==> config.mk <==
export PLATFORM = sky130hd
export DESIGN_NAME = qsr_top
export DESIGN_NICKNAME = d
export VERILOG_FILES = /design/src/hw/qsr_pkg.sv /design/src/hw/qsr_top.sv
export SDC_FILE = /design/constraint.sdc
export NUM_CORES = 1
export LEC_CHECK = 0
export ABC_AREA = 1
export BUFFER_PORTS_ARGS = -buffer_cell sky130_fd_sc_hd__buf_2
export CORE_AREA = 8 8 95 97
export CTS_CLUSTER_DIAMETER = 120
export DETAILED_ROUTE_END_ITERATION = 6
export DIE_AREA = 0 0 103 105
export PLACE_DENSITY = 0.71
export SYNTH_ARGS = -nofsm -noshare
export SYNTH_HDL_FRONTEND = slang
export SYNTH_SLANG_ARGS = --single-unit
==> constraint.sdc <==
create_clock -name mclk_i -period 0.9 [get_ports mclk_i]
set_input_delay 0.045 -clock mclk_i [delete_from_list [all_inputs] [get_ports mclk_i]]
set_output_delay 0.045 -clock mclk_i [all_outputs]
set_load 0.005 [all_outputs]
==> src/hw/qsr_pkg.sv <==
// questionable status reporting: constants, types, command codes
// assumes one 20 MHz clock and a synchronous active-high reset
//
// What this block does
// - operation event read always returns zero
// - operation mask takes 0..255, reads zero
// - condition register read-only, live protection status
// - event register holds only filtered transitions
// - summary bit set when enabled and events
// - enable mask selects events driving summary
// - falling filter bit catches 1-to-0 changes
// - rising filter bit catches 0-to-1 changes
// - both filter bits zero: never set
// - bits 8..4: overvoltage, line, current, fan, short
// - bits 3..0: temperature, power, dc-dc, ac-dc
// - falling filter 16 bits, rising 9 bits
// - remote inhibit low suppresses output
// - output indicator high while delivering output
// - fault output low in any protection state
package qsr_pkg;

    // ----------------------------------------
    // widths and reset values
    // ----------------------------------------
    localparam int          QSR_CW       = 9;
    localparam int          QSR_RW       = 16;
    localparam int          QSR_OPW      = 8;
    localparam logic [15:0] QSR_EN_RST   = 16'h0000;
    localparam logic [15:0] QSR_FALL_RST = 16'h0000;
    localparam logic [8:0]  QSR_RISE_RST = 9'h000;
    localparam logic [7:0]  QSR_OPEN_RST = 8'h00;
    localparam logic [8:0]  QSR_VEC_RST  = 9'h000;
    localparam logic [15:0] QSR_ZERO     = 16'h0000;

    // ----------------------------------------
    // protection condition vector
    // ----------------------------------------
    // msb first: bit 8 down to bit 0
    typedef struct packed {
        logic output_overvoltage_flag;
        logic line_input_fault_flag;
        logic overcurrent_flag;
        logic fan_failure_flag;
        logic output_short_flag;
        logic over_temperature_flag;
        logic overpower_flag;
        logic inner_dcdc_stage_fault;
        logic inner_acdc_stage_fault;
    } qsr_prot_t;

    // ----------------------------------------
    // status command port
    // ----------------------------------------
    typedef enum logic [2:0] {
        QSR_SEL_OP_EVENT,
        QSR_SEL_OP_ENABLE,
        QSR_SEL_Q_COND,
        QSR_SEL_Q_EVENT,
        QSR_SEL_Q_ENABLE,
        QSR_SEL_Q_FALL,
        QSR_SEL_Q_RISE,
        QSR_SEL_CLEAR
    } qsr_sel_t;

    typedef struct packed {
        logic        valid;
        logic        write;
        qsr_sel_t    sel;
        logic [15:0] data;
    } qsr_cmd_t;

    typedef struct packed {
        logic        valid;
        logic [15:0] data;
    } qsr_rsp_t;

endpackage

==> src/hw/qsr_top.sv <==
// questionable status reporting: registers, filters, summary, pins
// assumes command requests and pins synchronous to mclk_i
`timescale 1ns/1ps

module qsr_top
    import qsr_pkg::*;
(
    input  wire logic      mclk_i,
    input  wire logic      srst_i,
    input  wire qsr_cmd_t  cmd_i,
    output qsr_rsp_t       rsp_o,
    input  wire qsr_prot_t prot_i,
    input  wire logic      srq_questionable_summary_bit_en_i,
    input  wire logic      output_request_i,
    input  wire logic      remote_inhibit_n_i,
    output logic           questionable_summary_bit_summary_o,
    output logic           output_enable_o,
    output logic           output_active_indicator_o,
    output logic           fault_out_n_o
);

    // ----------------------------------------
    // state
    // ----------------------------------------
    logic [8:0]  cond_r;
    logic [8:0]  cond_nxt;
    logic [8:0]  event_r;
    logic [8:0]  event_nxt;
    logic [15:0] enable_r;
    logic [15:0] enable_nxt;
    logic [15:0] fall_r;
    logic [15:0] fall_nxt;
    logic [8:0]  rise_r;
    logic [8:0]  rise_nxt;
    logic [7:0]  op_en_r;
    logic [7:0]  op_en_nxt;
    qsr_rsp_t    rsp_r;
    qsr_rsp_t    rsp_nxt;
    logic        summary_r;
    logic        summary_nxt;
    logic        out_en_r;
    logic        out_en_nxt;
    logic        active_r;
    logic        active_nxt;
    logic        fault_n_r;
    logic        fault_n_nxt;

    logic [8:0]  prot_v;
    logic [8:0]  set_v;
    logic        rd_req;
    logic        wr_req;
    logic        ev_read;
    logic        clr_req;

    // ----------------------------------------
    // helpers
    // ----------------------------------------
    function automatic logic [15:0] widen9(input logic [8:0] v);
        widen9 = {7'h00, v};
    endfunction

    function automatic logic is_cmd(input qsr_cmd_t c,
                                    input logic     wr,
                                    input qsr_sel_t s);
        is_cmd = c.valid && (c.write == wr) && (c.sel == s);
    endfunction

    // ----------------------------------------
    // request decode
    // ----------------------------------------
    assign prot_v  = prot_i;
    assign rd_req  = cmd_i.valid && !cmd_i.write;
    assign wr_req  = cmd_i.valid && cmd_i.write;
    assign ev_read = is_cmd(cmd_i, 1'b0, QSR_SEL_Q_EVENT);
    assign clr_req = is_cmd(cmd_i, 1'b1, QSR_SEL_CLEAR);

    // ----------------------------------------
    // transition filters and event latch
    // ----------------------------------------
    always_comb begin
        // compare live vector against last clock's copy
        cond_nxt = prot_v;
        set_v    = (rise_r & prot_v & ~cond_r)
                 | (fall_r[8:0] & ~prot_v & cond_r);
        event_nxt = event_r;
        if (ev_read || clr_req) begin
            event_nxt = 9'h000;
        end
        event_nxt = event_nxt | set_v;
    end

    always_ff @(posedge mclk_i) begin
        if (srst_i) begin
            cond_r  <= QSR_VEC_RST;
            event_r <= QSR_VEC_RST;
        end else begin
            cond_r  <= cond_nxt;
            event_r <= event_nxt;
        end
    end

    // ----------------------------------------
    // writable masks and filters
    // ----------------------------------------
    always_comb begin
        enable_nxt = enable_r;
        fall_nxt   = fall_r;
        rise_nxt   = rise_r;
        op_en_nxt  = op_en_r;
        if (wr_req) begin
            if (cmd_i.sel == QSR_SEL_Q_ENABLE) begin
                enable_nxt = cmd_i.data;
            end else if (cmd_i.sel == QSR_SEL_Q_FALL) begin
                fall_nxt = cmd_i.data;
            end else if (cmd_i.sel == QSR_SEL_Q_RISE) begin
                rise_nxt = cmd_i.data[8:0];
            end else if (cmd_i.sel == QSR_SEL_OP_ENABLE) begin
                op_en_nxt = cmd_i.data[7:0];
            end
        end
    end

    always_ff @(posedge mclk_i) begin
        if (srst_i) begin
            enable_r <= QSR_EN_RST;
            fall_r   <= QSR_FALL_RST;
            rise_r   <= QSR_RISE_RST;
            op_en_r  <= QSR_OPEN_RST;
        end else begin
            enable_r <= enable_nxt;
            fall_r   <= fall_nxt;
            rise_r   <= rise_nxt;
            op_en_r  <= op_en_nxt;
        end
    end

    // ----------------------------------------
    // read answers
    // ----------------------------------------
    always_comb begin
        rsp_nxt.valid = rd_req;
        rsp_nxt.data  = QSR_ZERO;
        if (rd_req) begin
            if (cmd_i.sel == QSR_SEL_OP_EVENT) begin
                rsp_nxt.data = QSR_ZERO;
            end else if (cmd_i.sel == QSR_SEL_OP_ENABLE) begin
                rsp_nxt.data = QSR_ZERO;
            end else if (cmd_i.sel == QSR_SEL_Q_COND) begin
                rsp_nxt.data = widen9(cond_r);
            end else if (cmd_i.sel == QSR_SEL_Q_EVENT) begin
                rsp_nxt.data = widen9(event_r);
            end else if (cmd_i.sel == QSR_SEL_Q_ENABLE) begin
                rsp_nxt.data = enable_r;
            end else if (cmd_i.sel == QSR_SEL_Q_FALL) begin
                rsp_nxt.data = fall_r;
            end else if (cmd_i.sel == QSR_SEL_Q_RISE) begin
                rsp_nxt.data = widen9(rise_r);
            end
        end
    end

    always_ff @(posedge mclk_i) begin
        if (srst_i) begin
            rsp_r <= '0;
        end else begin
            rsp_r <= rsp_nxt;
        end
    end

    // ----------------------------------------
    // summary bit and pins
    // ----------------------------------------
    always_comb begin
        summary_nxt = srq_questionable_summary_bit_en_i
                    && ((event_r & enable_r[8:0]) != 9'h000);
        fault_n_nxt = (prot_v == 9'h000);
        out_en_nxt  = output_request_i && remote_inhibit_n_i;
        active_nxt  = out_en_r;
    end

    always_ff @(posedge mclk_i) begin
        if (srst_i) begin
            summary_r <= 1'b0;
            fault_n_r <= 1'b1;
            out_en_r  <= 1'b0;
            active_r  <= 1'b0;
        end else begin
            summary_r <= summary_nxt;
            fault_n_r <= fault_n_nxt;
            out_en_r  <= out_en_nxt;
            active_r  <= active_nxt;
        end
    end

    assign rsp_o                     = rsp_r;
    assign questionable_summary_bit_summary_o            = summary_r;
    assign output_enable_o           = out_en_r;
    assign output_active_indicator_o = active_r;
    assign fault_out_n_o             = fault_n_r;
endmodule

==> results of run 1 <==
-- state kept, by name, summed over array words and instances (netlist names), 9 cells and up --
name / cells
cond_r: 9
event_r: 9
rise_r: 9
fall_r: 16
enable_r: 16
rsp_o: 17
-- per-stage QoR --
stage               worst slack [ns]  instance area, sq um  TNS [ns]  power, mW  instances
floorplan                    0.00136                  3290         0       4.03        441
global placement              -0.183                  3770     -5.46       4.29        601
detailed placement            -0.193                  3770     -6.59       4.30        601
CTS                           0.0399                  4260         0       7.18        645
global route                 0.00139                  4270         0       7.43        645
finish                        0.0555                  4270         0       7.15        645
-- layout make-up --
| type | count | area [sq um] |
|---|---|---|
| clock buffer | 11 | 131 |
| clock inverter | 5 | 81.3 |
| fill | 736 | 3260 |
| inverter | 21 | 81.3 |
| multi-input combinational | 320 | 1500 |
| sequential | 80 | 1600 |
| tap | 102 | 128 |
| timing repair buffer | 106 | 753 |
-- power by group through the flow --
stage                     combinational, mW  sequential, mW  clock [mW]
after detailed placement              0.562            3.74           0
after floorplan                       0.307            3.73           0
after global routing                  0.729            3.67        3.03
after CTS                             0.658            3.66        2.87
final                                 0.659            3.66        2.82
after global placement                0.551            3.74           0
-- worst max-delay path, stage by stage --
cell and delay (ns):
dlygate4sd3_1 0.53, buf_2 0.13, inv_1 0.10, nand3_1 0.08, o21a_1 0.11, a21oi_1 0.14
-- path summary, 6_finish.rpt --
kind / from / endpoint / cells past startpoint
setup / recovery: prot_i[7] / event_r[7] / 6
hold / removal: prot_i[1] / fault_out_n_o / 4
setup reg to reg: fall_r[1] / event_r[1] / 3
hold reg to reg: output_enable_o / output_active_indicator_o / 2
-- placed cells by master (no fill, tap or decap), types with 14 or more instances in the layout --
cell	count
dfxtp_1	80
nand4_1	19
buf_2	55
a21oi_1	33
nand3_1	48
inv_1	14
o21ai_0	34
dlygate4sd3_1	28
nor2_1	97
buf_4	21
nand2_1	68
-- cells by family (layout without fill, tap and decap cells) --
logic type,count (synthesis),after routing,synth area share
AO/OA/AOI/OAI,79,79,0.132
flip-flops,80,80,0.491
AND/OR/NAND/NOR,241,241,0.322
buffers and inverters,41,143,0.0556
-- routing by layer --
metal / vias up / GRT usage / routed length [um]
met5: - / 0 / 0
met4: 0 / 0.0610 / 131
met3: 14 / 0.0305 / 709
met2: 128 / 0.270 / 3980
met1: 1514 / 0.226 / 4110
li1: 1656 / - / -
-- timing repair --
action	4_1_cts	5_1_grt
endpoints found under the hold margin	44	0
setup endpoints to repair	0	2
setup buffers	0	0
hold buffers	28	0
gates resized for setup	0	3
==> results by group, run 1 <==
Outcome
  – Status: completed

Final layout
  – Area delta synth->final: 31.0%
  – Nets: 573
  – Fin util: 0.567
  – Layout cells sized above 1: 0.201
  – # diodes: 0

Die
  – DIE WIDTH: roughly 100 um
  – Die Y: 105 um
  – Core area: between 7000 and 8000 sq um
  – IO Pins: 56
  – Initial Util: 0.433
  – Site row count: 32
  – Area of the die: 10,800 sq um

Worst setup path
  – Max FO, Critical Path: 3
  – Kind of critical path: input port to flip-flop
  – Worst Path Arrival: between 1 and 1.5 ns
  – CP endpoint kind: flip-flop
  – Critical Path Source Type: input port
  – Req. time, crit path: 1.18 ns
  – R2R Setup Slk: 0.06 ns

Routing
  – Post-DRT Antenna Nets: 0
  – Initial DRC Count: 155
  – Vias per cell: 5.13
  – Pre-antenna DRT Iters: 5
  – DRC Markers: 0
  – Total number of vias: 3,312
  – WL final: between 8 and 9 mm
  – Drt wl/cell: 13.8 um

Placed design
  – Hpwl dp: 6.39 mm
  – Final Wtd Congestion: 0.861
  – IO Port Bufs: between 50 and 60

Pwr
  – Leak: 1.78 nW
  – Pint: 5.46 mW
  – Clk network pwr share: 0.395
  – Sw frac: 0.235
  – Pwr Density: 1670 nW/um^2
  – Net switching component of the power: between 1.5 and 2 mW
  – Comb pwr share: 0.092
  – Sequential share of power: 0.512
  – VDD IR max: 0.793 mV

Clock network
  – CTS Sinks: 80
  – H-tree depth: 3
  – CTS tree: yes
  – Root Buffer: clkbuf_8
  – Clock transition at path regs: 0.08 ns
  – Longest Clk Path Bufs: 2
  – Clk_lat worst skew: 0.35 ns
  – Total CTS buffers: 9

Yosys
  – Synth Register Bits: 80
  – Most numerous cell in the Yosys netlist: nor2_1
  – Cell count after synthesis: 441
  – Syn Area/Cell: 7.40 sq um
  – Area contributors post-synth: dfxtp_1 (49%), nor2_1 (11%), nand2_1 (7.8%)
  – Yosys warns: 0
  – Syn nets: 476
  – Top FF cell, synth: dfxtp_1
  – EDFF count, synth: 0
  – Mapped Area: roughly 3300 sq um
  – Synth cell count leaders: nor2_1 (97), dfxtp_1 (80), nand2_1 (68), nand3_1 (49)
  – Post-synth top area cell: dfxtp_1
  – Post-synthesis sequential area ratio: 0.491
  – Ys async rst share: 0
  – Synth top area share: 0.491
  – Distinct cells, synth: 21

STA
  – Worst slew pin tran: around 0.40 ns
  – Final Max Slew Viols: 0
  – RSZ-0062 raised after global routing: no
  – Final Hold Fails: 0
  – Clk_skew: 0.00671 ns
  – Final Setup Violations: 0
  – Period utilization: 0.938
  – Tmin final: 0.844 ns
  – Fmax: around 1200 MHz
  – Final hold slack: ~0.052 ns
  – Worst slew margin: 0.734

GRT
  – GRT Util Overall: 0.171
  – Antenna violations before repair: 0
  – First-pass GRT wire length: 14.9 mm
  – Vias in the first global route: 3,160
  – Overflow after GRT: 0
  – Largest net degree at the start of global routing: 37

Worst hold path
  – Tightest Hold Check Type: input port to flip-flop

Run
  – Max-Cap Viols: 0
Note: power is estimated with default switching activity, not from simulation.
==> inputs of run 2 (changes only) <==
SETUP_SLACK_MARGIN = 0.15   (was default)
==> results by group, run 2 (same netlist as run 1, synthesis figures left out) <==
Outcome
  – Status: completed

Routing
  – WL final: 9.33 mm (+4.5%)
  – DRC Markers: 0 (unchanged)
  – Pre-antenna DRT Iters: 5 (unchanged)
  – Initial DRC Count: 158 (+1.9%)
  – Drt wl/cell: 14.4 um (+4.0%)
  – Post-DRT Antenna Nets: 0 (unchanged)
  – Vias per cell: 5.11 (-0.43%)
  – Total number of vias: 3,313 (+0.030%)

STA
  – Worst slew pin tran: 0.456 ns (+0.0575 ns)
  – RSZ-0062 raised after global routing: yes
  – Worst slew margin: 0.696 (-0.0383)
  – PnR worst setup slack: 0.0727 ns (+0.0172 ns)
  – Period utilization: 0.919 (-0.0191)
  – Clk_skew: 0.00866 ns (+0.00195 ns)
  – Final hold slack: 0.0453 ns (-0.00691 ns)
  – Tmin final: 0.827 ns (-0.0172 ns)
  – Final Hold Fails: 0 (unchanged)
  – Final Max Slew Viols: 0 (unchanged)
  – Fmax: 1210 MHz (+2.1%)
  – Final Setup Violations: 0 (unchanged)

Die
  – Area of the die: 10,800 sq um (unchanged)
  – Die Y: 105 um (unchanged)
  – DIE WIDTH: 103 um (unchanged)
  – IO Pins: 56 (unchanged)
  – Initial Util: 0.433 (unchanged)
  – Site row count: 32 (unchanged)
  – Core area: 7530 sq um (unchanged)

Final layout
  – Most frequent cells in the layout: nor2_1 (95), nand2_1 (63), buf_2 (54), dfxtp_1 (46), nand3_1 (41)
  – Layout cells sized above 1: 0.302 (+0.101)
  – Nets: 576 (+0.52%)
  – Area delta synth->final: 37.2%
  – Area of the multi-input gates: 1590 sq um (+6.4%)
  – Register area: 1650 sq um (+3.0%)
  – Largest register FFs: 17 (unchanged)
  – Commonest non-fill, non-tap cell in the layout: nor2_1
  – Filler cell count in the final layout: 709 (-3.7%)
  – # diodes: 0 (unchanged)

GRT
  – Antenna violations before repair: 0 (unchanged)
  – Overflow after GRT: 0 (unchanged)
  – Largest net degree at the start of global routing: 37 (unchanged)
  – Vias in the first global route: 3,320 (+5.1%)
  – GRT Util Overall: 0.178 (+0.00715)
  – First-pass GRT wire length: 15.3 mm (+2.7%)

Worst setup path
  – Kind of critical path: flip-flop to flip-flop
  – Critical Path Source Type: flip-flop
  – Worst path bufs/invs: 0 (-3)
  – Max FO, Critical Path: 3 (unchanged)
  – Reg2Reg Depth: 4 (+1)
  – Crit path cell chain: nand4_1 -> nand3_2 -> nor2_2 -> nor2_1
  – CP endpoint kind: flip-flop
  – Crit path largest cell delay: 0.36 ns (-0.17 ns)
  – CP max stage cell: dfxtp_2
  – Req. time, crit path: 1.18 ns (about the same)
  – Critical path depth: 4 (-2)
  – Worst Path Arrival: 1.11 ns (-0.02 ns)
  – Top delay family on crit path: simple AND/OR/NAND/NOR gates

Clock network
  – Clock transition at path regs: 0.08 ns (about the same)
  – Total CTS buffers: 9 (unchanged)
  – CTS Sinks: 80 (unchanged)
  – Longest Clk Path Bufs: 2 (unchanged)
  – Clk_lat worst skew: 0.35 ns (about the same)
  – CTS tree: yes
  – Root Buffer: clkbuf_8
  – H-tree depth: 3 (unchanged)

Pwr
  – Pwr Density: 1620 nW/um^2 (-3.0%)
  – VDD IR max: 1.12 mV (+42%)
  – Leak: 1.86 nW (+4.9%)

Worst hold path
  – Hold Path Cell Cnt: 4 (unchanged)
  – Tightest Hold Check Type: input port to flip-flop

Run
  – Max-Cap Viols: 0 (unchanged)

Placed design
  – Hpwl dp: 6.44 mm (+0.76%)
  – Final Wtd Congestion: 0.861 (about the same)
  – Dpl ws: -0.172 ns (+0.0213 ns)
  – IO Port Bufs: 55 (unchanged)
-- run 2: layer usage --
metal  global-route usage  share of wire
met1                0.216           0.45
met2                0.299           0.47
met3               0.0498          0.066
met4               0.0486          0.012
met5                    0              0
-- run 2: path summary, 6_finish.rpt --
kind	startpoint	end	slack, ns
max	fall_r[7]	rsp_o[7]	0.07
min	prot_i[1]	fault_out_n_o	0.05
max reg2reg	fall_r[7]	rsp_o[7]	0.07
min reg2reg	output_enable_o	output_active_indicator_o	0.43
-- run 2: worst reg2reg max path, stage by stage (launching register included) --
cell and delay [ns]:
dfxtp_2 0.36, nand4_1 0.14, nand3_2 0.13, nor2_2 0.04, nor2_1 0.09
-- run 2: layout make-up --
class                           count  share of cell area
Timing Repair Buffer              109               0.177
Sequential cell                    80               0.369
Inverter                           21              0.0227
Multi-Input combinational cell    320               0.356
Tap cell                          102              0.0285
Clock inverter                      3              0.0145
Clock buffer                       13              0.0333
-- run 2: power breakdown --
| part | total [mW] | internal, mW | switching, mW |
|---|---|---|---|
| sequential | 3.66 | 3.61 | 0.0544 |
| combinational | 0.709 | 0.311 | 0.397 |
| clock | 2.89 | 1.64 | 1.25 |
| total | 7.26 | 5.56 | 1.70 |
-- run 2: metrics by stage --
step / setup TNS (ns) / power [mW] / instances / area, sq um / util
6_report: 0 / 7.26 / 648 / 4470 / 0.594
5_1_grt: 0 / 7.56 / 648 / 4470 / 0.594
4_1_cts: 0 / 7.31 / 647 / 4390 / 0.584
3_5_place_dp: -8.04 / 4.34 / 603 / 3830 / 0.509
3_3_place_gp: -5.88 / 4.32 / 603 / 3830 / 0.509
2_1_floorplan: 0 / 4.05 / 441 / 3340 / -
-- run 2: timing repair --
item	CTS	global route
hold buffers	28	0
setup endpoints to repair	40	50
setup buffers	0	1
cloned	0	0
pin swaps	15	15
endpoints found under the hold margin	49	0
gates resized for setup	37	26
==> inputs of run 3 (changes only) <==
CORE_AREA = 8 8 74 124   (was 8 8 95 97)
DIE_AREA = 0 0 82 132   (was 0 0 103 105)
==> results by group, run 3 (same netlist as run 1, synthesis figures left out) <==
Pwr
  – VDD IR max: 1.06 mV (-5.4%)
  – Pwr Density: 1790 nW/um^2 (+10%)
  – Leak: 1.86 nW (about the same)

Routing
  – Total number of vias: 3,362 (+1.5%)
  – Drt wl/cell: 15.4 um (+6.6%)
  – WL final: 9.59 mm (+2.8%)
  – Post-DRT Antenna Nets: 0 (unchanged)
  – Initial DRC Count: 295 (+87%)
  – DRC Markers: 0 (unchanged)
  – Pre-antenna DRT Iters: 4 (-1)
  – Vias per cell: 5.38 (+5.2%)

GRT
  – First-pass GRT wire length: 15.0 mm (-2.1%)
  – GRT Util Overall: 0.174 (-0.00430)
  – Antenna violations before repair: 0 (unchanged)
  – Overflow after GRT: 0 (unchanged)
  – Vias in the first global route: 3,179 (-4.2%)
  – Largest net degree at the start of global routing: 37 (unchanged)

Final layout
  – # diodes: 0 (unchanged)
  – Filler cell count in the final layout: 694 (-2.1%)
  – Commonest non-fill, non-tap cell in the layout: nor2_1
  – Nets: 567 (-1.6%)
  – Most frequent cells in the layout: nor2_1 (95), nand2_1 (62), buf_2 (51), nand3_1 (45), dfxtp_1 (44)
  – Area of the multi-input gates: 1590 sq um (-0.16%)
  – Largest register FFs: 17 (unchanged)
  – Register area: 1650 sq um (unchanged)
  – Finished Layout Cells: 625 (-3.5%)
  – Layout cells sized above 1: 0.291 (-0.0117)
  – Area delta synth->final: 37.5%

Clock network
  – CTS Sinks: 80 (unchanged)
  – H-tree depth: 3 (unchanged)
  – Longest Clk Path Bufs: 2 (unchanged)
  – Total CTS buffers: 9 (unchanged)
  – Clock transition at path regs: 0.06 ns (-0.02 ns)
  – Clk_lat worst skew: 0.33 ns (-0.02 ns)
  – CTS tree: yes
  – Root Buffer: clkbuf_16

Run
  – Max-Cap Viols: 0 (unchanged)

Worst setup path
  – Kind of critical path: flip-flop to output pin
  – CP max stage cell: dfxtp_2
  – Top delay family on crit path: flip-flops
  – Req. time, crit path: 0.85 ns (-0.33 ns)
  – Worst path bufs/invs: 1 (+1)
  – Critical Path Source Type: flip-flop
  – Max FO, Critical Path: 2 (-1)
  – Worst Path Arrival: 0.76 ns (-0.35 ns)
  – Crit path cell chain: buf_6
  – CP endpoint kind: output pin
  – Crit path largest cell delay: 0.32 ns (-0.04 ns)

STA
  – Worst slew margin: 0.689 (-0.00689)
  – Final hold slack: 0.00768 ns (-0.0376 ns)
  – Tmin final: 0.809 ns (-0.0181 ns)
  – Clk_skew: 0.00284 ns (-0.00583 ns)
  – Final Max Slew Viols: 0 (unchanged)
  – Worst slew pin tran: 0.466 ns (+0.0103 ns)
  – Final Hold Fails: 0 (unchanged)
  – Fmax: 1240 MHz (+2.2%)
  – Period utilization: 0.899 (-0.0202)
  – RSZ-0062 raised after global routing: yes
  – Final Setup Violations: 0 (unchanged)

Placed design
  – DP Cell Count: 579 (-4.0%)
  – Hpwl dp: 6.49 mm (+0.79%)
  – Final Wtd Congestion: 0.881 (+2.2%)
  – IO Port Bufs: 55 (unchanged)

Die
  – IO Pins: 56 (unchanged)
  – Area of the die: 10,800 sq um (about the same)
  – Site row count: 42 (+31%)
  – DIE WIDTH: 82 um (-20%)
  – Die Y: 132 um (+26%)
  – Core area: 7460 sq um (-0.86%)
  – Initial Util: 0.437 (+0.00378)

Outcome
  – Status: completed

Worst hold path
  – Tightest Hold Check Type: input port to flip-flop
## run 3: changes by cell type in the layout (fill, tap and decap cells not counted), moves of 2 or more
cell	delta
dfxtp_1	-2
buf_2	-3
clkbuf_16	+10
clkbuf_8	-8
buf_12	-2
buf_4	-9
o21ai_1	-2
dfxtp_2	+3
buf_6	+3
o21ai_0	+2
nand3_1	+4
nand3_2	-5
## run 3: per-layer routing
layer	track usage	routed length (um)	vias up
li1	-	-	1650
met1	0.191	3630	1557
met2	0.302	5120	130
met3	0.0389	595	25
met4	0.0766	250	0
met5	0	0	-
## run 3: worst paths after layout
check	startpoint	to	slack [ns]	depth (start not counted)
setup / recovery	output_enable_o	output_enable_o	0.09	1
hold / removal	cmd_i[7]	fall_r[7]	0.008	3
setup reg to reg	fall_r[4]	rsp_o[4]	0.09	4
hold reg to reg	output_enable_o	output_active_indicator_o	0.45	2
## run 3: what timing repair did
action	in CTS	in global routing
pin swaps	5	29
cloned	0	2
setup buffers	0	1
hold buffers	27	0
hold endpoints to repair	35	0
gates resized for setup	25	44
setup endpoints to repair	38	66
## run 3: per-stage QoR
stage / util / area (sq um) / total power, mW / worst slack, ns / TNS [ns]
4_1_cts: 0.580 / 4330 / 8.02 / 0.0795 / 0
5_1_grt: 0.601 / 4480 / 8.29 / 0.0560 / 0
3_3_place_gp: 0.498 / 3720 / 4.28 / -0.141 / -6.31
3_5_place_dp: 0.498 / 3720 / 4.29 / -0.165 / -7.65
6_report: 0.601 / 4480 / 8.02 / 0.0909 / 0
2_1_floorplan: - / 3340 / 4.05 / 0.00837 / 0
## run 3: cell type report
type	instances	area share
clock inverters	3	0.00893
clock buffers	13	0.0580
inverters	21	0.0232
flip-flops and latches	80	0.368
multi-input cells	321	0.354
well taps	88	0.0246
repair buffers	99	0.163
## run 3: power by group
group	switching, mW	leakage (nW)	total, mW	internal (mW)
combinational	0.403	1.05	0.692	0.289
clock	1.36	0.150	3.65	2.29
sequential	0.0535	0.666	3.67	3.62
